**src/hw/rss_pkg.sv**
```systemverilog
// package: register map, field positions, types and the operation list for radio service/status
// Operation
// auto_recal_enable set lets temperature drift start a receiver recalibration
// recal_trigger in Standby starts calibration; recal_in_progress high until done
// thermal_drift_flag shows drift beyond limit since last calibration
// thermal_drift_limit codes 0..3 select 5,10,15,20 degrees; default code 1
// thermal_watch_disable clear monitors temperature except in Sleep and Standby
// temperature register is read-only reading, minus one degree per step
// battery register holds detector enable and three-bit threshold select, default 2
// op_state_reached sets when requested mode is reached, clears on mode change
// receive_prepared sets in receive after rssi, agc, afc; clears leaving receive
// transmit_prepared sets in transmit after ramp-up; clears leaving transmit
// synth_locked_flag follows pll lock in synth, receive or transmit modes
// signal strength flag sets over limit in receive; clears leaving or write one
// timeout flag sets on timeout; clears leaving receive or buffer emptied
// lead_in_found sets on valid preamble; clears on write one
// sync_word_hit sets on match; clears leaving receive, empty, or continuous write one
// buffer_at_capacity means 66 bytes; buffer_drained means zero bytes
// buffer_above_mark set only while count strictly exceeds buffer_mark
// overflow sets outside Sleep; write one clears flags and empties buffer
// frame_transmitted sets when packet sent in transmit; clears leaving transmit
// frame_received sets after last byte and crc if required; clears on empty
// checksum_passed sets on good crc in receive; clears on empty
// supply_low_flag sets below threshold; only a software write one clears it
// writing zero to clearable flags or writing read-only bits changes nothing
package rss_pkg;
  localparam logic [7:0] ADDR_CAL   = 8'h3b;
  localparam logic [7:0] ADDR_TEMP  = 8'h3c;
  localparam logic [7:0] ADDR_BAT   = 8'h3d;
  localparam logic [7:0] ADDR_FLG1  = 8'h3e;
  localparam logic [7:0] ADDR_FLG2  = 8'h3f;
  localparam logic [1:0] LIMIT_RST  = 2'h1;
  localparam logic [2:0] TRIM_RST   = 3'h2;
  localparam int         BUF_DEPTH  = 66;
  localparam int         CAL_CYCLES = 16;
  // mode codes
  localparam logic [2:0] MODE_SLEEP = 3'h0;
  localparam logic [2:0] MODE_STBY  = 3'h1;
  localparam logic [2:0] MODE_FSTX  = 3'h2;
  localparam logic [2:0] MODE_TX    = 3'h3;
  localparam logic [2:0] MODE_FSRX  = 3'h4;
  localparam logic [2:0] MODE_RX    = 3'h5;
  // flag1 bits
  localparam int F1_READY = 7;
  localparam int F1_RXRDY = 6;
  localparam int F1_TXRDY = 5;
  localparam int F1_LOCK  = 4;
  localparam int F1_RSSI  = 3;
  localparam int F1_TMO   = 2;
  localparam int F1_PRE   = 1;
  localparam int F1_SYNC  = 0;
  // flag2 bits
  localparam int F2_FULL  = 7;
  localparam int F2_EMPTY = 6;
  localparam int F2_LEVEL = 5;
  localparam int F2_OVR   = 4;
  localparam int F2_SENT  = 3;
  localparam int F2_PAYLD = 2;
  localparam int F2_CRC   = 1;
  localparam int F2_LOBAT = 0;
  // calibration and battery register bits
  localparam int C_AUTO  = 7;
  localparam int C_START = 6;
  localparam int C_RUN   = 5;
  localparam int C_DRIFT = 3;
  localparam int C_LIMH  = 2;
  localparam int C_LIML  = 1;
  localparam int C_WOFF  = 0;
  localparam int B_EN    = 3;

  typedef enum logic [1:0] {
    RSS_CAL_IDLE,
    RSS_CAL_RUN
  } rss_cal_t;

  // events reported by the modem, buffer and analog sides
  typedef struct packed {
    logic       mode_reached;
    logic       rx_chain_done;
    logic       pa_ramped;
    logic       pll_locked;
    logic       rssi_over;
    logic       timeout;
    logic       preamble;
    logic       sync_hit;
    logic       packet_done;
    logic       payload_done;
    logic       crc_ok;
    logic       crc_check_on;
    logic       overrun;
    logic       supply_below;
    logic       packet_mode;
  } rss_evt_t;

  typedef struct packed {
    logic [7:0] addr;
    logic [7:0] wdata;
    logic       wr;
    logic       rd;
  } rss_bus_t;
endpackage

```
**src/hw/rss_cal.sv**
```systemverilog
// calibration sequencer and thermal drift comparison
`timescale 1ns/10ps
module rss_cal #(
  parameter int CAL_LEN = rss_pkg::CAL_CYCLES
) (
  input  wire logic       clk,
  input  wire logic       rst_n,
  input  wire logic       ce,
  input  wire logic       start,
  input  wire logic       auto_go,
  input  wire logic [7:0] temp_now,
  input  wire logic [1:0] limit,
  output logic            running,
  output logic            drift
);
  if (CAL_LEN < 1 || CAL_LEN > 255)
  begin : g_bad_len
    $error("rss_cal: CAL_LEN out of range");
  end

  typedef struct packed {
    rss_pkg::rss_cal_t st;
    logic [7:0]        cnt;
    logic [7:0]        ref_temp;
  } rss_cal_state_t;

  rss_cal_state_t s_r;
  rss_cal_state_t s_nxt;
  logic [7:0]     diff;
  logic [7:0]     lim_deg;

  always_comb
  begin
    s_nxt   = s_r;
    diff    = (temp_now >= s_r.ref_temp) ? temp_now - s_r.ref_temp : s_r.ref_temp - temp_now;
    lim_deg = 8'(({6'h0, limit} + 8'h1) * 8'h5);
    drift   = diff > lim_deg;
    running = (s_r.st == rss_pkg::RSS_CAL_RUN);
    case (s_r.st)
      rss_pkg::RSS_CAL_IDLE:
      begin
        if (start || auto_go)
        begin
          s_nxt.st  = rss_pkg::RSS_CAL_RUN;
          s_nxt.cnt = 8'(CAL_LEN - 1);
        end
      end
      rss_pkg::RSS_CAL_RUN:
      begin
        if (s_r.cnt == 8'h0)
        begin
          s_nxt.st       = rss_pkg::RSS_CAL_IDLE;
          s_nxt.ref_temp = temp_now;
        end
        else
          s_nxt.cnt = s_r.cnt - 8'h1;
      end
      default: s_nxt.st = rss_pkg::RSS_CAL_IDLE;
    endcase
  end

  always_ff @(posedge clk or negedge rst_n)
  begin
    if (!rst_n)
      s_r <= '{rss_pkg::RSS_CAL_IDLE, 8'h0, 8'h0};
    else if (ce)
      s_r <= s_nxt;
  end
endmodule

```
**src/hw/rss_top.sv**
```systemverilog
// service and status register bank with flag logic
//
// The strobed register port was chosen for this implementation.
`timescale 1ns/10ps
module rss_top #(
  parameter int BUF_BYTES = rss_pkg::BUF_DEPTH
) (
  input  wire logic              clk,
  input  wire logic              rst_n,
  input  wire logic              ce,
  input  wire rss_pkg::rss_bus_t bus,
  output logic [7:0]             rdata,
  input  wire logic [2:0]        mode,
  input  wire logic [7:0]        thermal_sample,
  input  wire rss_pkg::rss_evt_t evt,
  input  wire logic [6:0]        buffer_count,
  input  wire logic [6:0]        buffer_mark,
  output logic                   buffer_flush,
  output logic                   auto_recal_enable,
  output logic                   thermal_watch_active,
  output logic                   supply_detector_enable,
  output logic [2:0]             supply_threshold_select,
  output logic                   recal_in_progress
);
  if (BUF_BYTES < 1 || BUF_BYTES > 127)
  begin : g_bad_depth
    $error("rss_top: BUF_BYTES out of range");
  end

  typedef struct packed {
    logic [7:0] rdata;
    logic       auto_on;
    logic [1:0] limit;
    logic       watch_off;
    logic [7:0] temp;
    logic       bat_on;
    logic [2:0] trim;
    logic [7:0] f1;
    logic [7:0] f2;
    logic       flush;
    logic [2:0] mode_q;
    logic       watch_on;
  } rss_state_t;

  rss_state_t s_r;
  rss_state_t s_nxt;
  logic       srst_n;
  logic       cal_start;
  logic       cal_run;
  logic       drift;
  logic       mode_chg;
  logic       in_rx;
  logic       in_tx;
  logic       watching;
  logic       empty;
  logic [7:0] w1c1;
  logic [7:0] w1c2;
  logic       wr_cal;
  logic [1:0] rst_sync_r;

  rss_cal u_cal (
    .clk      (clk),
    .rst_n    (srst_n),
    .ce       (ce),
    .start    (cal_start),
    .auto_go  (s_r.auto_on && drift && watching && !cal_run),
    .temp_now (s_r.temp),
    .limit    (s_r.limit),
    .running  (cal_run),
    .drift    (drift)
  );

  // synchronised reset release
  always_ff @(posedge clk or negedge rst_n)
  begin
    if (!rst_n)
      rst_sync_r <= 2'h0;
    else
      rst_sync_r <= {rst_sync_r[0], 1'b1};
  end
  assign srst_n = rst_sync_r[1];

  always_comb
  begin
    s_nxt    = s_r;
    in_rx    = (mode == rss_pkg::MODE_RX);
    in_tx    = (mode == rss_pkg::MODE_TX);
    mode_chg = (mode != s_r.mode_q);
    watching = !s_r.watch_off && mode != rss_pkg::MODE_SLEEP
               && mode != rss_pkg::MODE_STBY;
    empty    = (buffer_count == 7'h0);
    wr_cal   = bus.wr && bus.addr == rss_pkg::ADDR_CAL;
    cal_start = wr_cal && bus.wdata[rss_pkg::C_START]
                && mode == rss_pkg::MODE_STBY;
    w1c1 = (bus.wr && bus.addr == rss_pkg::ADDR_FLG1) ? bus.wdata : 8'h0;
    w1c2 = (bus.wr && bus.addr == rss_pkg::ADDR_FLG2) ? bus.wdata : 8'h0;
    s_nxt.mode_q = mode;
    s_nxt.flush  = 1'b0;
    s_nxt.watch_on = watching;
    if (watching)
      s_nxt.temp = thermal_sample;
    if (wr_cal)
    begin
      s_nxt.auto_on   = bus.wdata[rss_pkg::C_AUTO];
      s_nxt.limit     = bus.wdata[rss_pkg::C_LIMH:rss_pkg::C_LIML];
      s_nxt.watch_off = bus.wdata[rss_pkg::C_WOFF];
    end
    if (bus.wr && bus.addr == rss_pkg::ADDR_BAT)
    begin
      s_nxt.bat_on = bus.wdata[rss_pkg::B_EN];
      s_nxt.trim   = bus.wdata[2:0];
    end
    // live status
    s_nxt.f1[rss_pkg::F1_READY] = (s_r.f1[rss_pkg::F1_READY] && !mode_chg)
                                  || (evt.mode_reached && !mode_chg);
    s_nxt.f1[rss_pkg::F1_RXRDY] = in_rx && (s_r.f1[rss_pkg::F1_RXRDY]
                                  || evt.rx_chain_done);
    s_nxt.f1[rss_pkg::F1_TXRDY] = in_tx && (s_r.f1[rss_pkg::F1_TXRDY]
                                  || evt.pa_ramped);
    s_nxt.f1[rss_pkg::F1_LOCK]  = evt.pll_locked && mode >= rss_pkg::MODE_FSTX;
    // sticky flags, set wins over clear; full, empty and level follow buffer_count except when an overrun write one forces them
    s_nxt.f1[rss_pkg::F1_RSSI] = (in_rx && evt.rssi_over) || (in_rx
                                 && s_r.f1[rss_pkg::F1_RSSI] && !w1c1[rss_pkg::F1_RSSI]);
    s_nxt.f1[rss_pkg::F1_TMO]  = evt.timeout || (s_r.f1[rss_pkg::F1_TMO]
                                 && in_rx && !empty);
    s_nxt.f1[rss_pkg::F1_PRE]  = evt.preamble || (s_r.f1[rss_pkg::F1_PRE]
                                 && !w1c1[rss_pkg::F1_PRE]);
    s_nxt.f1[rss_pkg::F1_SYNC] = evt.sync_hit || (s_r.f1[rss_pkg::F1_SYNC] && in_rx
                                 && !empty && !(w1c1[rss_pkg::F1_SYNC]
                                 && !evt.packet_mode));
    s_nxt.f2[rss_pkg::F2_FULL]  = (buffer_count == 7'(BUF_BYTES));
    s_nxt.f2[rss_pkg::F2_EMPTY] = empty;
    s_nxt.f2[rss_pkg::F2_LEVEL] = buffer_count > buffer_mark;
    s_nxt.f2[rss_pkg::F2_OVR]   = (evt.overrun && mode != rss_pkg::MODE_SLEEP)
                                  || (s_r.f2[rss_pkg::F2_OVR] && !w1c2[rss_pkg::F2_OVR]);
    s_nxt.f2[rss_pkg::F2_SENT]  = in_tx && (evt.packet_done || s_r.f2[rss_pkg::F2_SENT]);
    s_nxt.f2[rss_pkg::F2_PAYLD] = (in_rx && evt.payload_done && (!evt.crc_check_on
                                  || evt.crc_ok)) || (s_r.f2[rss_pkg::F2_PAYLD] && !empty);
    s_nxt.f2[rss_pkg::F2_CRC]   = (in_rx && evt.payload_done && evt.crc_ok)
                                  || (s_r.f2[rss_pkg::F2_CRC] && !empty);
    s_nxt.f2[rss_pkg::F2_LOBAT] = (s_r.bat_on && evt.supply_below)
                                  || (s_r.f2[rss_pkg::F2_LOBAT] && !w1c2[rss_pkg::F2_LOBAT]);
    if (w1c2[rss_pkg::F2_OVR] && !(evt.overrun && mode != rss_pkg::MODE_SLEEP))
    begin
      s_nxt.flush = 1'b1;
      s_nxt.f1[rss_pkg::F1_TMO:rss_pkg::F1_SYNC] = {evt.timeout, evt.preamble, evt.sync_hit};
      s_nxt.f2[rss_pkg::F2_PAYLD] = in_rx && evt.payload_done
                                    && (!evt.crc_check_on || evt.crc_ok);
      s_nxt.f2[rss_pkg::F2_CRC]   = in_rx && evt.payload_done && evt.crc_ok;
      s_nxt.f2[rss_pkg::F2_FULL] = 1'b0;
      s_nxt.f2[rss_pkg::F2_LEVEL] = 1'b0;
      s_nxt.f2[rss_pkg::F2_EMPTY] = 1'b1;
    end
    // read data one cycle later
    s_nxt.rdata = 8'h0;
    if (bus.rd)
    begin
      case (bus.addr)
        rss_pkg::ADDR_CAL:  s_nxt.rdata = {s_r.auto_on, 1'b0, cal_run, 1'b0, drift,
                                           s_r.limit, s_r.watch_off};
        rss_pkg::ADDR_TEMP: s_nxt.rdata = s_r.temp;
        rss_pkg::ADDR_BAT:  s_nxt.rdata = {4'h0, s_r.bat_on, s_r.trim};
        rss_pkg::ADDR_FLG1: s_nxt.rdata = s_r.f1;
        rss_pkg::ADDR_FLG2: s_nxt.rdata = s_r.f2;
        default:            s_nxt.rdata = 8'h0;
      endcase
    end
  end

  always_ff @(posedge clk or negedge srst_n)
  begin
    if (!srst_n)
    begin
      s_r.rdata     <= 8'h0;
      s_r.auto_on   <= 1'b0;
      s_r.limit     <= rss_pkg::LIMIT_RST;
      s_r.watch_off <= 1'b0;
      s_r.temp      <= 8'h0;
      s_r.bat_on    <= 1'b0;
      s_r.trim      <= rss_pkg::TRIM_RST;
      s_r.f1        <= 8'h0;
      s_r.f2        <= 8'h40;
      s_r.flush     <= 1'b0;
      s_r.mode_q    <= rss_pkg::MODE_SLEEP;
      s_r.watch_on  <= 1'b0;
    end
    else if (ce)
    begin
      s_r.rdata     <= s_nxt.rdata;
      s_r.auto_on   <= s_nxt.auto_on;
      s_r.limit     <= s_nxt.limit;
      s_r.watch_off <= s_nxt.watch_off;
      s_r.temp      <= s_nxt.temp;
      s_r.bat_on    <= s_nxt.bat_on;
      s_r.trim      <= s_nxt.trim;
      s_r.f1        <= s_nxt.f1;
      s_r.f2        <= s_nxt.f2;
      s_r.flush     <= s_nxt.flush;
      s_r.mode_q    <= s_nxt.mode_q;
      s_r.watch_on  <= s_nxt.watch_on;
    end
  end

  assign rdata                   = s_r.rdata;
  assign buffer_flush            = s_r.flush;
  assign auto_recal_enable       = s_r.auto_on;
  assign thermal_watch_active    = s_r.watch_on;
  assign supply_detector_enable  = s_r.bat_on;
  assign supply_threshold_select = s_r.trim;
  assign recal_in_progress       = cal_run;
endmodule

```
**config.mk**
```make
export PLATFORM = sky130hd
export DESIGN_NAME = rss_top
export DESIGN_NICKNAME = d
export VERILOG_FILES = /design/src/hw/rss_pkg.sv /design/src/hw/rss_cal.sv /design/src/hw/rss_top.sv
export SDC_FILE = /design/constraint.sdc
export NUM_CORES = 1
export LEC_CHECK = 0
export ABC_AREA = 1
export BUFFER_PORTS_ARGS = -buffer_cell sky130_fd_sc_hd__buf_2
export CAP_MARGIN = 0
export CORE_MARGIN = 3
export CORE_UTILIZATION = 38
export DETAILED_ROUTE_END_ITERATION = 10
export GPL_ROUTABILITY_DRIVEN = 0
export GPL_TIMING_DRIVEN = 0
export SLEW_MARGIN = 0
export SYNTH_ARGS = -nofsm -noshare
export SYNTH_HDL_FRONTEND = slang
export SYNTH_SLANG_ARGS = --single-unit
```
**constraint.sdc**
```tcl
create_clock -name clk -period 4.2 [get_ports clk]
set_input_delay 0.84 -clock clk [delete_from_list [all_inputs] [get_ports clk]]
set_output_delay 0.84 -clock clk [all_outputs]
set_load 0.05 [all_outputs]
```
# Yosys cells after proc, flatten, opt, wreduce, memory -nomap -nowiden
# Cells that the tools add are included.
# totals
ff_bits	65
latchBits	0
ram_bits	0
romBits	0
in_bits	61
out_inout_bits	16
elab_cells	127
mem_count	0
# classes
addsub	4
multipliers	1
div	0
magnitude_cmp	4
eq_ne	15
shift	0
muxes	13
bitwise_logic	0
reduce_logical	74
# op_table
op	count
equality test 8 x 6 -> 1 bit (second input constant)	5
one-hot mux 8 bit (5 select lines)	1
logical AND 1 bit	37
two-way mux 8 bit	3
one-hot mux 8 bit (2 select lines)	1
subtractor 8 bit	2
logical OR 1 bit	14
logical NOT 1 bit	12
two-way mux 10 bit	1
greater-or-equal comparator 8 bit	1
greater-than comparator 8 bit	1
logical NOT 8 bit	1
multiplier 8 x 3 -> 8 bit (second input constant)	1
subtractor 8 x 1 -> 8 bit (second input constant)	1
equality test 7 bit (second input constant)	1
greater-than comparator 7 bit	1
logical NOT 7 bit	1
two-way mux 6 bit	1
AND reduction 2 bit	3
AND reduction 3 bit	2
two-way mux 5 bit	1
two-way mux 2 bit	2
two-way mux 4 bit	1
inequality test 2 x 1 -> 1 bit (second input constant)	2
15 further kinds	15

# Logic depth before layout (Yosys ltp)
# Gate-level depths: netlist of run 1.
# logic_depth
depth_word	9
mapped_depth	25
depth_no_buf	25

# Hierarchy
# From an unflattened synthesis of run 1, not the netlist that was laid out.
# hier_totals
hier_cells	613
area_unflattened_um2	4614.4
# modules_own_cells
mod	n_inst	cells_each	area_per_inst_um2	seq_area_each_um2
rss_top	1	328	2623.8	1179.9
rss_cal	1	285	1990.7	425.4

# Worst setup path after synthesis of run 1
# OpenSTA, ideal clock, no wires.
# synth_path
path_kind	register -> register
start	reg s_r[25] (netlist name)
end	reg u_cal.s_r[11] (netlist name)
setup_ps	116
arrival_ps	2904
required_time_ps	4084
setup_slack_ps	1181
stages_incl_launch_ff	24
path_buffers	0
period_less_slack_ps	3019
path_cell_list	dfrtp_1 inv_1 ha_1 inv_1 fa_1 nand3_1 nand3_1 nand2_1 nand3_4 o21ai_0 xnor2_1 inv_1 ha_1 nand2_1 o21ai_0 nand2_1 nand2_1 o21ai_0 nand3_2 nand2_2 nand2_4 nand2_8 nand2_2 nand2_2
# synth_via
elab_chain_len	9
word_cells_on_any_way	11
cone_classes	add/sub (2); order compare (2); eq/ne (1); mux (1); reduce/logical (5)
# synth_rtl
item	line	rtl
start: declaration	rss_top.sv:45	rss_state_t s_r;
subtractor 8 bit / greater-or-equal comparator 8 bit (equally long branches)	rss_cal.sv:35	diff = (temp_now >= s_r.ref_temp) ? temp_now - s_r.ref_temp : s_r.ref_temp - temp_now;
two-way mux 8 bit (*)	rss_cal.sv:35	
greater-than comparator 8 bit (*)	rss_cal.sv:37	drift = diff > lim_deg;
logical AND 1 bit (*) (3 in series)	rss_top.sv:66	.auto_go (s_r.auto_on && drift && watching && !cal_run),
logical OR 1 bit (*)	rss_cal.sv:42	if (start || auto_go)
inequality test 2 x 1 -> 1 bit (no source line) (*)	--	
AND reduction 4 bit (no source line) (*)	--	
end signal: assignment	rss_cal.sv:65	s_r <= '{rss_pkg::RSS_CAL_IDLE, 8'h0, 8'h0};
end signal: assignment	rss_cal.sv:67	s_r <= s_nxt;
end: declaration	rss_cal.sv:27	rss_cal_state_t s_r;
# Mark *: on every way between the ends. The rest lies on a longest branch, timed or not.
# A chain may end at the register's enable or synchronous reset.

# Final worst setup path of run 1
# layout_path
start	reg s_r[25] (netlist name)
end	reg u_cal.s_r[10] (netlist name)
# The elaborated chain is that of the path after synthesis.

==> results by stage, run 1 <==
STA:
- For the pin with the worst max-slew slack, the measured transition is between 0.7 and 0.8 ns.
- Setup repair after global routing left no endpoint under its margin.
- The fmax is between 200 and 300 MHz.
- After layout, the worst path uses a little over four fifths of the clock period.
- Summed over all failing endpoints, the final setup total negative slack is 0 ns.
- Setup violations remaining at the end of the flow were counted as 0.
- The clock skew is 0.00691 ns.
- The worst-case hold slack is about 0.29 ns.
- The count of pins over their slew limit is 0.
- The worst relative slew slack is 50.8%.
- The hold violation count in the final report is 0.
- The post-layout minimum cycle time is 3.55 ns.

Finish:
- The total inserted antenna cells is 0.
- Compared with the post-synthesis result, the final layout area differs by 20.8%.
- In the layout the commonest cells are nand2_1 (143), inv_1 (81), buf_2 (76), dfrtp_1 (60), nor2_1 (50).
- After routing the design area is approximately 0.0053 mm2.
- In the final layout, the multi-input gates occupy approximately 0.0023 mm2.
- The number of fill cells in the layout is around 1100.
- Registers take 0.00161 mm2.
- The share of layout cells above drive strength 1 is a little over a fifth.
- The most common cell after layout, fill and taps aside is nand2_1.
- At the end of the flow, the number of nets in the layout was around 760.
- The non-filler instance count after layout is 810.

Clock tree:
- The TritonCTS clock tree is done.
- In this run the number of H-tree levels came out at 3.
- The insertion delay of the later-clocked pin in the worst-skew pair is around 0.32 ns.
- For this design, the sink count on the clock tree is 64.
- The post-CTS repair timing setup buffer count is 0.
- The clock input transition at the sequential cells of the worst setup and hold paths is approximately 0.050 ns.
- In this run, CTS created clock tree buffers numbering 9.
- The hold buffer count at cts is 0.
- In this run, post-CTS repair resized a total of 0 instances.
- The cell at the root of the clock tree is clkbuf_16.
- The buffer levels on the longest clock path is 2.

Die:
- The I/O pin count is between 70 and 80.
- The standard-cell row count is 38.
- The die outline area is ~0.013 mm2.
- The starting density of the core is about two fifths.
- The floorplan step set the die width to 113 um.
- The region available for standard cell placement spans between 0.01 and 0.015 mm2.
- The floorplan step set the die height to 113 um.

GRT:
- The remaining global-route overflow is 0.
- The number of antenna violations at the first check in global routing was 0.
- Entering global routing, the biggest net connects 33 pins.
- The number of global-route vias before repair is between 3000 and 4000.
- The first global-routing pass estimated roughly 19000 um of wire.
- The global routing usage summed across all routing layers is 18.6%.

Synthesis:
- Counting flops with a built-in enable in the synthesized netlist gives 0.
- For this run, the leading register cell type out of synthesis is dfrtp_1.
- Summing the areas of all xor and xnor instances in the mapped netlist gives 2.21% of the synthesized area.
- Yosys printed 0 warnings.
- After synthesis, the share of flip-flops with an asynchronous set or reset is 100%.
- After Yosys synthesis, and, or, nand and nor cells account for 28.8% of the synthesized area.
- The cell taking the most area after synthesis is dfrtp_1.
- The count of cell types in the netlist is 48.
- Counting every instance in the synthesized netlist gives between 500 and 600.
- The largest family of logic cells by synthesized area is simple AND/OR/NAND/NOR gates.
- The total nets after synthesis is 675.
- Dividing the synthesized area by the synthesized cell count gives around 7.5 um2.
- The synthesized design contains 64 register bits.
- The share of Yosys cell area claimed by the top area cell type is roughly a third.
- Of the total synthesized cell area, the portion taken by full adders, half adders and majority gates is about a tenth.
- The sequential-to-total area share from yosys stat is about 37%.
- The compound-gate portion of the synthesized area is 10.7%.
- After synthesis the cells add up to around 0.0044 mm2.
- Sorting the synthesized cells by area gives the leading types as dfrtp_1 (35%), nand2_1 (12%), ha_1 (9.5%), inv_1 (7.0%), nand3_1 (4.7%).
- The share of synthesized area spent on multiplexers is less than 1%.

Pwr:
- The analysis attributes to cell leakage a power of 2.78 nW.
- Net switching is about two fifths of the power.
- The power share of the clock group is between 20% and 30%.
- Sequential cells burn 27.1% of the power.
- The relative contribution of combinational cells to total power is 44.9%.
- The worst voltage drop across the vdd grid is 417 uV.
- Internal power comes to 1.82 mW.
- After layout, the design draws a total of between 3 and 4 mW.
- The total net switching power is 1.19 mW.
- The total power per unit cell area is about 570 mW/mm2.

Routing:
- After the first detailed-routing iteration, the DRC count stood at around 150.
- In the routed design, unresolved DRC markers number 0.
- The total via count in the routed design is between 4000 and 5000.
- The number of optimization iterations in the first detailed-route pass is 4.
- In this run the remaining antenna-violating nets after routing total 0.
- The overall routed net length is between 10000 and 15000 um.
- After detailed routing, the number of vias per cell comes to 4.95.
- After detailed routing, the average wire length per cell comes to ~14 um.

Critical path:
- The worst reg-to-reg setup slack is 0.65 ns.
- The worst setup path is launched from a register.
- STA puts the critical path data required time at about 4.4 ns.
- The startpoint identified for the worst register-to-register timing path is s_r[25].
- Counting cells, the worst reg-to-reg path comes to 23.
- The arrival time of data at the critical path endpoint is around 3.8 ns.
- The setup path with the least slack is of type reg -> reg.
- The endpoint kind of the worst setup timing path is a register.
- The biggest fanout along the worst timing path is 9.
- The capture point of the worst reg-to-reg path is u_cal.s_r[10].

Place:
- Detailed placement ended at an HPWL of 9070 um.
- The cell total after placement is slightly below 800.
- Once placement finished, the instance area stood at approximately 0.005 mm2.
- Port buffering added 74 buffers.

Min path:
- The class of the tightest hold or removal check is in -> async.

Run:
- Max-cap violations in this run came to 0.

Run status:
- The flow ran to the end, and the final reports show no timing, DRC or antenna violations.
==> logic make-up (layout without fill, tap and decap cells) <==
logic type               count (synthesis)  in the layout
AO/OA/AOI/OAI                           81             81
multiplexers                             3              3
other                                    1              1
buffers and inverters                  104            195
XOR/XNOR                                11             11
flip-flops                              64             64
AND/OR/NAND/NOR                        280            280
adder cells (fa/ha/maj)                 35             35
==> cell type report <==
type / instances / share of cell area (%)
multi-input cells: 411 / 43.9
flip-flops and latches: 64 / 30.5
repair buffers: 75 / 7.42
inverters: 84 / 6.06
clock buffers: 11 / 4.42
well taps: 140 / 3.33
plain buffers: 20 / 2.33
clock inverters: 5 / 2.00
==> sequential cells by signal, indices dropped and copies added (netlist names) <==
signal,cells
auto_recal_enable,1
buffer_flush,1
rdata,8
rst_sync_r,2
s_r,30
supply_detector_enable,1
supply_threshold_select,3
thermal_watch_active,1
u_cal.s_r,17
==> cells in the mapped netlist, types with 2 or more instances <==
cell type,instances
a21oi_1,28
nand2_1,143
nor2_2,4
mux2_2,3
inv_1,81
buf_2,2
xnor2_1,4
ha_1,33
o2111ai_1,3
dfstp_2,3
o21ai_0,36
nor2_1,50
nand4_1,8
a31oi_1,2
fa_1,2
nor3_1,3
buf_4,12
dfrtp_1,61
nand2_2,21
o221ai_1,2
nand3_1,41
clkbuf_1,5
xor2_1,7
==> worst max-delay path, cell delays in order, from the launching register on <==
cell and delay, ns:
dfrtp_1 0.37, inv_1 0.13, ha_1 0.18, inv_1 0.06
fa_1 0.43, nand3_1 0.10, nand3_1 0.08, nand2_1 0.11
nand3_4 0.14, o21ai_0 0.24, xnor2_1 0.15, inv_1 0.06
ha_1 0.29, nand2_1 0.05, o21ai_0 0.16, nand2_1 0.07
nand2_1 0.05, o21ai_0 0.14, nand3_2 0.15, nand2_2 0.07
nand2_4 0.15, nand2_8 0.11, nand2_2 0.09, nand2_2 0.04
==> per-layer routing <==
| layer | up-vias | GRT usage (%) | share of wire [%] |
|---|---|---|---|
| li1 | 2023 | - | - |
| met1 | 1865 | 24.1 | 44 |
| met2 | 105 | 31.4 | 49 |
| met3 | 13 | 3.80 | 5.2 |
| met4 | 0 | 5.37 | 1.6 |
| met5 | - | 0 | 0 |
==> metrics by stage <==
stage / util [%] / setup WS, ns
after global routing: 47.7 / 0.244
after global placement: 44.4 / 0.704
final: 47.7 / 0.650
after CTS: 47.7 / 0.632
after detailed placement: 44.6 / 0.640
after floorplan: - / 1.18
==> worst max path at each step <==
stage / startpoint / to / slack, ns / depth (start not counted)
2_1_floorplan: s_r[25] / u_cal.s_r[11] / 1.18 / 23
3_3_place_gp: s_r[25] / u_cal.s_r[10] / 0.70 / 23
3_5_place_dp: s_r[25] / u_cal.s_r[12] / 0.64 / 23
4_1_cts: s_r[25] / u_cal.s_r[14] / 0.63 / 23
5_1_grt: s_r[25] / u_cal.s_r[15] / 0.24 / 23
6_report: s_r[25] / u_cal.s_r[10] / 0.65 / 23
==> power groups by stage <==
stage / Combinational (mW) / Clock [mW] / Sequential [mW]
final: 1.35 / 0.843 / 0.817
after global placement: 1.30 / 0 / 0.827
after CTS: 1.36 / 0.856 / 0.817
after global routing: 1.56 / 0.884 / 0.833
after floorplan: 1.04 / 0 / 0.821
after detailed placement: 1.35 / 0 / 0.827
No activity file was read; power rests on OpenSTA's default activity.
==> run 2: changes to the inputs <==
- ABC_AREA: 1 -> 0
- clock period: 4.2 -> 3.1 ns (I/O delays scaled with it)
==> run 2 against run 1 <==
Die area decreased by 3.2%. Sequential power is 36% higher. Core utilization increased by 0.83 points. Routed wire length fell by 2.9%. Global-route usage shrank 0.43 points. The flow now finishes with violations (negative setup slack). Combinational power is 55% higher. Critical path depth decreased by 4. Synthesized cell count down 24%. Critical endpoint is now u_cal.s_r[8].
==> results by stage, run 2 <==
Clock tree:
- The number of clock sinks is 64 (unchanged).
- The insertion delay of the later-clocked pin in the worst-skew pair is 0.35 ns (+0.03 ns).
- The tree is rooted in a clkbuf_8.
- The CTS buffer count is 9 (unchanged).
- The buffer levels on the longest clock path came to 2 (unchanged).
- The hold buffer count at cts is 0 (unchanged).
- The number of levels in the clock H-tree is 3 (unchanged).
- TritonCTS built the clock tree.
- The clock input transition at the sequential cells of the worst setup and hold paths is 0.07 ns (+0.02 ns).

Synthesis:
- By count the netlist is led by dfrtp_1 (61), nand2_1 (37), inv_1 (36).
- The share of synthesized area spent on multiplexers came to 10.5% (+9.7 points).
- After synthesis, the largest family of logic cells by area is compound AO/OA/AOI/OAI gates.
- The synthesis warning total came to 0 (unchanged).
- The fraction of registers with async set/reset is 100% (unchanged).
- The post-synthesis adder-cell area fraction is 10.8% (+0.36 points).
- By area the synthesized netlist is led by dfrtp_1 (36%), ha_1 (9.8%), mux2_2 (6.4%), mux2i_1 (3.6%), nand2_1 (3.3%).
- Summed over all instances, the cell type with the most area after synthesis is dfrtp_1.
- The synthesized area is 0.00421 mm2 (-3.3%).
- The number of enable flip-flop cells after synthesis is 0 (unchanged).
- The total nets after synthesis came to 538 (-20%).
- The sequential-to-total area share from yosys stat is 38.1% (+1.3 points).
- The share of Yosys cell area claimed by the top area cell type came to 36.2% (+1.2 points).
- The mean instance size in the synthesized netlist came to 9.53 um2 (+27%).
- The gate count of the mapped netlist is 442 (-24%).
- The most instantiated flip-flop cell in the synthesis netlist is dfrtp_1.
- The compound-gate portion of the synthesized area is 17.0% (+6.3 points).
- The simple-gate share of the synthesized area is 14.3% (-14 points).
- The parity-gate share of the synthesized area counting xor and xnor cells is 2.08% (-0.13 points).
- By instance count, the leading cell after synthesis is dfrtp_1.
- The count of cell types in the netlist is 57 (+19%).
- The number of synthesized register bits is 64 (unchanged).

Pwr:
- The worst voltage drop across the vdd grid was 586 uV (+41%).
- The total net switching power is 1.57 mW (+31%).
- The sequential share of power came to 28.9% (+1.8 points).
- The power share of the clock group is 16.8% (-11 points).
- The internal power component is 2.28 mW (+25%).
- The relative contribution of combinational cells to total power came to 54.3% (+9.4 points).
- The net switching fraction of the power is 40.8% (+1.2 points).
- The static leakage power is 2.47 nW (-11%).
- The total power per unit cell area came to 750 mW/mm2 (+31%).
- The total power is 3.84 mW (+28%).

GRT:
- The pin count of the biggest net entering global routing was 41 (+24%).
- The global routing usage summed across all routing layers came to 18.1% (-0.43 points).
- The number of antenna violations at the first check in global routing was 0 (unchanged).
- The number of global-route vias before repair was 3650 (-7.9%).
- The first-pass GRT wire length is 18000 um (-5.4%).
- The remaining global-route overflow is 0 (unchanged).

Die:
- The die outline area is 0.0124 mm2 (-3.2%).
- The starting density of the core was 39.9% (+0.40 points).
- The I/O pin count is 77 (unchanged).
- The die width is 111 um (-1.6%).
- The floorplan core area came to 0.0106 mm2 (-4.3%).
- The standard-cell row count is 37 (-2.6%).
- The height of the chip came to 111 um (-1.6%).

STA:
- The count of endpoints failing setup in the final report came to 10 (+10).
- The setup total negative slack is -8.34 ns (-8.34 ns).
- The post-route clock period utilization was 130% (+45 points).
- The transition time at the pin with the least slew margin is 0.790 ns (+0.0524 ns).
- The count of pins over their slew limit is 0 (unchanged).
- Setup repair after global routing could not meet its margin everywhere.
- The worst relative slew slack is 47.3% (-3.5 points).
- The slack of the critical path is -0.917 ns (-1.57 ns).
- The hold violation count in the final report is 0 (unchanged).
- The fmax is 249 MHz (-12%).
- The worst-case hold slack is 0.0403 ns (-0.250 ns).
- The post-layout minimum cycle time is 4.02 ns (+0.467 ns).
- The clock skew came to 0.00973 ns (+0.00282 ns).

Routing:
- The total via count in the routed design is 3613 (-9.8%).
- The overall routed net length is 11000 um (-2.9%).
- The number of optimization iterations in the first detailed-route pass is 4 (unchanged).
- The wire length per cell after detailed routing is 16.2 um (+16%).
- The number of nets with antenna violations after detailed routing came to 0 (unchanged).
- The number of remaining DRC errors is 0 (unchanged).
- The detailed-route vias per instance was 5.31 (+7.4%).
- The number of DRC violations after detailed-routing iteration 0 came to 235 (+54%).

Critical path:
- The required time at the endpoint of the critical path is 3.31 ns (-1.11 ns).
- The endpoint kind of the worst setup timing path is a register.
- The sort of element at the start of the critical path is a register.
- The critical path goes through inv_1, ha_2, inv_2, fa_2, nand3_4, a31oi_4, a211oi_2, buf_4, mux2_4, a21oi_2, xnor2_1, ha_1, a21o_1, a211oi_2, a21o_1, or3b_1, o31a_1, nand2_2, a22oi_1.
- The arrival time of data at the critical path endpoint is 4.23 ns (+0.46 ns).
- The biggest fanout along the worst timing path is 6 (-3).
- The slowest stage of the critical path belongs to the cell dfrtp_1.
- The family with the most delay on the worst path is compound AO/OA/AOI/OAI gates.
- The delay contributed by the slowest stage of the critical path is 0.38 ns (-0.05 ns).
- The number of buffer and inverter stages on the critical path is 3 (unchanged).
- The kind of critical path is reg -> reg.

Finish:
- In the final layout, the registers with the most flip-flops are s_r (30), u_cal.s_r (17), rdata (8).
- The share of layout cells above drive strength 1 was 30.9% (+9.1 points).
- The number of fill cells in the layout is 1046 (-6.0%).
- The count of nets after finishing is 635 (-17%).
- Leaving out fill and tap cells, the most frequent cells in the layout are buf_2 (75), dfrtp_1 (56), nand2_1 (37), inv_1 (35), ha_1 (32).
- The total inserted antenna cells is 0 (unchanged).
- The register with the most flip-flops in the final layout is s_r.
- The area growth from synthesis to layout is 21.6%.
- The most common cell after layout, fill and taps aside is buf_2.
- The flip-flop count of the largest register after layout is 30 (unchanged).

Place:
- The HPWL after detailed placement is 8550 um (-5.8%).
- The pre-CTS setup slack is -1.20 ns (-1.84 ns).
- The number of buffer cells added on primary ports is 73 (-1.4%).

Run status:
- The flow ran to the end, but the final reports show violations.
- The final reports fail on negative setup slack.

Run:
- The number of max-capacitance violations reported came to 0 (unchanged).

Min path:
- The class of the tightest hold or removal check is in -> async.
[run 2: cell types whose count changed after synthesis, sizes merged, moves of 6 or more]
cell / change
o2bb2ai: +10
buf: +7
inv: -47
mux2: +21
a21o: +8
nand2: -128
a211oi: +7
nor2: -32
nand3: -28
o21ai: -11
mux2i: +15
a22o: +6
[run 2: worst paths after layout]
path	from	endpoint	slack [ns]	depth (start not counted)
min in group clk	rst_sync_r[0]	rst_sync_r[1]	0.36	0
setup / recovery	s_r[25]	u_cal.s_r[8]	-0.92	19
max in group asynchronous	rst_sync_r[1]	s_r[11]	2.20	1
setup reg to reg	s_r[25]	u_cal.s_r[8]	-0.92	19
hold / removal	rst_n	rst_sync_r[1]	0.04	1
hold reg to reg	rst_sync_r[1]	s_r[6]	0.25	0
[run 2: cells by family (layout without fill, tap and decap cells)]
family | Yosys count | after routing
AND/OR/NAND/NOR | 120 | 120
adder cells (fa/ha/maj) | 35 | 35
flip-flops | 64 | 64
multiplexers | 40 | 40
other | 1 | 1
XOR/XNOR | 10 | 10
AO/OA/AOI/OAI | 108 | 108
buffers and inverters | 64 | 166
[run 2: what timing repair did]
item,in CTS,in global routing
pin swaps,7,5
setup buffers,5,7
endpoints found under the setup margin,10,10
resized for setup,10,8
[run 2: metrics by stage]
stage | util (%) | cells | area (um2)
final | 48.5 | 680 | 5120
after global routing | 48.5 | 680 | 5120
after CTS | 47.8 | 673 | 5040
after detailed placement | 45.4 | 652 | 4790
after global placement | 45.2 | 651 | 4770
after floorplan | - | 442 | 4240
[run 2: final cells by class]
| class | instances | area (um2) | area share [%] |
|---|---|---|---|
| timing repair buffer | 86 | 475 | 9.28 |
| inverter | 36 | 135 | 2.64 |
| multi-input combinational | 314 | 2370 | 46.4 |
| buffer | 28 | 179 | 3.49 |
| clock buffer | 13 | 159 | 3.10 |
| clock inverter | 3 | 17.5 | 0.342 |
| tap | 136 | 170 | 3.32 |
| sequential | 64 | 1610 | 31.5 |
[run 2: layer usage]
layer | wire, um | track usage (%) | vias to the layer above
li1 | - | - | 1761
met1 | 4890 | 23.8 | 1754
met2 | 5440 | 30.3 | 91
met3 | 528 | 3.28 | 7
met4 | 121 | 5.84 | 0
met5 | 0 | 0 | -
[run 2: power by group through the flow]
stage               registers (mW)  clock network, mW  logic (mW)
detailed placement            1.13                  0        1.89
floorplan                     1.12                  0        1.47
global placement              1.13                  0        1.84
global route                  1.13              0.701        2.34
CTS                           1.11              0.667        1.98
finish                        1.11              0.645        2.09
==> run 3: changes to the inputs <==
--- a/config.mk
+++ b/config.mk
@@ -9,5 +9,4 @@
 export BUFFER_PORTS_ARGS = -buffer_cell sky130_fd_sc_hd__buf_2
 export CAP_MARGIN = 0
-export CORE_MARGIN = 3
 export CORE_UTILIZATION = 38
 export DETAILED_ROUTE_END_ITERATION = 10
==> constraint.sdc (replaced) <==
create_clock -name clk -period 3.1 [get_ports clk]
set_input_delay 0 -clock clk [delete_from_list [all_inputs] [get_ports clk]]
set_output_delay 0 -clock clk [all_outputs]
set_load 0.05 [all_outputs]
==> run 3 against run 2 <==
The flow still finishes with violations (negative setup slack). Combinational power is 5% higher. Critical path depth is 1 higher. Sequential power hardly changed. Worst hold slack worse by 0.011 ns. Core utilization is 2.6 points higher. First-iteration DRC count is 32% higher. Final area is 8.2% higher. Sequential share of layout area is 2.4 points lower. Routed wire length is 4.0% higher. Largest cell class unchanged.
==> results by stage, run 3 (same netlist as run 2, synthesis figures left out) <==
Run status:
- The run finished, with violations left.
- The checks that failed: negative setup slack.

Finish:
- The largest registers in the layout are s_r (30), u_cal.s_r (17), rdata (8).
- The multi-input gate area in the final layout is 0.00239 mm2 (+0.47%).
- The post-layout utilization of the core was 51.1% (+2.6 points).
- The share of layout cells above drive strength 1 is 30.1% (-0.78 points).
- The growth of design area from synthesis to finish is 31.6%.
- Ranked by flip-flop count, first place goes to s_r.
- The total inserted antenna cells is 0 (unchanged).
- The number of fill cells in the layout is 1038 (-0.76%).
- The register cell area after layout is 0.00161 mm2 (unchanged).
- Leaving out fill and tap cells, the most frequent cells in the layout are buf_2 (74), dfrtp_1 (56), nand2_1 (37), inv_1 (35), dlygate4sd3_1 (33).
- The count of nets after finishing came to 669 (+5.4%).
- The library cell used most frequently in the layout, excluding fill and tap cells, is buf_2.
- The non-filler instance count after layout is 718 (+5.6%).
- The flip-flop count of the largest register after layout is 30 (unchanged).

Critical path:
- The critical path goes through inv_1, ha_1, buf_4, nand4_1, a31oi_4, a211oi_2, buf_4, buf_4, a311oi_2, a21oi_2, a21oi_2, xnor2_1, ha_1, a21o_1, a211oi_2, a21o_1, or3b_4, o31a_1, nand2_2, a22o_1.
- The first element of the critical path is s_r[31].
- The startpoint of the worst-slack reg-to-reg timing path is s_r[31].
- STA classifies the critical path startpoint as a register.
- The arrival time of data at the critical path endpoint is 4.30 ns (+0.07 ns).
- The worst setup path is captured at a register.
- In this design, the critical path's most frequently occurring cell is buf_4.
- Grouping stages by cell kind, the critical path spends the most delay in compound AO/OA/AOI/OAI gates.
- The number of buffer and inverter stages on the critical path is 4 (+1).
- In this run the critical register-to-register path is captured at u_cal.s_r[12].
- The worst reg-to-reg setup slack was -0.92 ns (about the same).
- The biggest fanout along the worst timing path is 9 (+3).
- The kind of critical path is reg -> reg.
- The required time at the endpoint of the critical path is 3.38 ns (+0.07 ns).
- The number of cells traversed by the worst register-to-register path came to 20 (+1).
- The cell type of the slowest stage on the worst timing path is or3b_4.
- The delay contributed by the slowest stage of the critical path came to 0.40 ns (+0.02 ns).

Clock tree:
- The root buffer cell chosen for the clock tree is clkbuf_8.
- The clock input transition at the sequential cells of the worst setup and hold paths was 0.07 ns (about the same).
- The buffer levels on the longest clock path is 2 (unchanged).
- The TritonCTS clock tree is done.
- The number of levels in the clock H-tree came to 3 (unchanged).
- The insertion delay of the later-clocked pin in the worst-skew pair is 0.35 ns (about the same).
- The CTS buffer count is 9 (unchanged).
- The number of clock sinks came to 64 (unchanged).

Die:
- The height of the chip came to 107 um (-3.6%).
- The I/O pin count is 77 (unchanged).
- The starting density of the core is 38.9% (-1.1 points).
- The die outline area is 0.0115 mm2 (-7.1%).
- The floorplan core area is 0.0108 mm2 (+2.7%).
- The die width is 107 um (-3.6%).
- The standard-cell row count is 38 (+2.7%).

Routing:
- The wire length per cell after detailed routing is 15.9 um (-1.5%).
- The number of remaining DRC errors came to 0 (unchanged).
- The number of optimization iterations in the first detailed-route pass is 6 (+2).
- The overall routed net length is 11400 um (+4.0%).
- The detailed-route vias per instance was 5.26 (-1.0%).
- The amount of wire on met3 after detailed routing came to 593 um (+12%).
- The number of nets with antenna violations after detailed routing is 0 (unchanged).
- The total length of routed met2 wires is 5710 um (+4.9%).
- The detailed-route wire length on metal 1 is 4890 um (-0.10%).
- The number of DRC violations after detailed-routing iteration 0 is 311 (+32%).
- In this run the top signal layer used is met4.
- The total via count in the routed design was 3775 (+4.5%).

STA:
- The post-route clock period utilization was 130% (about the same).
- The transition time at the pin with the least slew margin is 0.771 ns (-0.0186 ns).
- The count of endpoints failing setup in the final report came to 10 (unchanged).
- The clock skew is 0.0104 ns (+0.000666 ns).
- The hold violation count in the final report is 0 (unchanged).
- The fmax was 249 MHz (about the same).
- Setup repair after global routing could not meet its margin everywhere.
- The slack of the critical path is -0.919 ns (-0.00208 ns).
- The post-layout minimum cycle time is 4.02 ns (+0.00207 ns).
- The worst relative slew slack came to 48.6% (+1.2 points).
- The count of pins over their slew limit is 0 (unchanged).

Min path:
- The endpoint with the worst hold slack is s_r[1].
- The tightest min-delay check is of the in -> reg type.
- The hold path startpoint is mode[0].
- Along the worst hold path, the cell count comes to 2.

GRT:
- The pin count of the biggest net entering global routing came to 40 (-2.4%).
- The number of global-route vias before repair is 3699 (+1.3%).
- The global routing usage summed across all routing layers was 20.7% (+2.6 points).
- The remaining global-route overflow is 0 (unchanged).
- The number of antenna violations at the first check in global routing came to 0 (unchanged).
- The first-pass GRT wire length is 18100 um (+0.42%).

Run:
- The number of max-capacitance violations reported is 0 (unchanged).

Pwr:
- The sequential share of power is 26.8% (-2.1 points).
- The net switching fraction of the power was 38.8% (-2.0 points).
- The power share of the clock group came to 20.3% (+3.5 points).
- The total power per unit cell area is 747 mW/mm2 (-0.47%).
- The worst voltage drop across the vdd grid was 490 uV (-16%).
- The relative contribution of combinational cells to total power is 52.8% (-1.5 points).
- The total net switching power is 1.60 mW (+2.3%).
- The static leakage power is 2.64 nW (+6.9%).
- The internal power component was 2.54 mW (+11%).

Place:
- The HPWL after detailed placement is 8490 um (-0.68%).
- The pre-CTS setup slack is -1.13 ns (+0.0702 ns).
- The number of buffer cells added on primary ports came to 73 (unchanged).
- The cell total after placement was 656 (+0.61%).
[run 3: worst max-delay path by stage]
| stage | cells past startpoint | to |
|---|---|---|
| floorplan | 18 | u_cal.s_r[8] |
| global placement | 18 | u_cal.s_r[8] |
| detailed placement | 19 | u_cal.s_r[8] |
| CTS | 19 | u_cal.s_r[8] |
| global route | 20 | u_cal.s_r[14] |
| finish | 20 | u_cal.s_r[12] |
[run 3: final cells by class]
class / count / share of cell area [%]
plain buffers: 28 / 3.27
clock buffers: 12 / 2.98
clock inverters: 4 / 1.35
inverters: 36 / 2.44
multi-input cells: 314 / 43.0
flip-flops and latches: 64 / 29.1
well taps: 140 / 3.16
repair buffers: 120 / 14.7
[run 3: what timing repair did]
item                                   in CTS  in global routing
gates cloned                                0                  0
pin swaps                                   9                  9
gates resized for setup                    13                 11
setup buffers                              10                  3
hold buffers                               33                  0
setup endpoints to repair                  10                 10
endpoints found under the hold margin      33                  0
[run 3: stage by stage]
stage	cell area (um2)	hold WS (ns)	setup TNS, ns	total power, mW
global placement	4780	-0.215	-10.13	2.96
CTS	5480	0.0197	-8.67	4.03
detailed placement	4800	-0.209	-10.36	3.01
global route	5540	0.0372	-10.29	4.44
floorplan	4240	-0.296	-6.22	2.59
finish	5540	0.0294	-8.45	4.14
[run 3: layer usage]
layer | track usage [%] | up-vias
met2 | 35.5 | 125
met1 | 25.6 | 1810
met4 | 8.12 | 0
li1 | - | 1820
met3 | 4.12 | 20
met5 | 0 | -
[run 3: power by group through the flow]
stage,logic (mW),registers [mW],clock network [mW]
detailed placement,1.88,1.13,0
floorplan,1.47,1.12,0
global route,2.41,1.13,0.895
global placement,1.83,1.14,0
finish,2.19,1.11,0.841
CTS,2.06,1.11,0.860
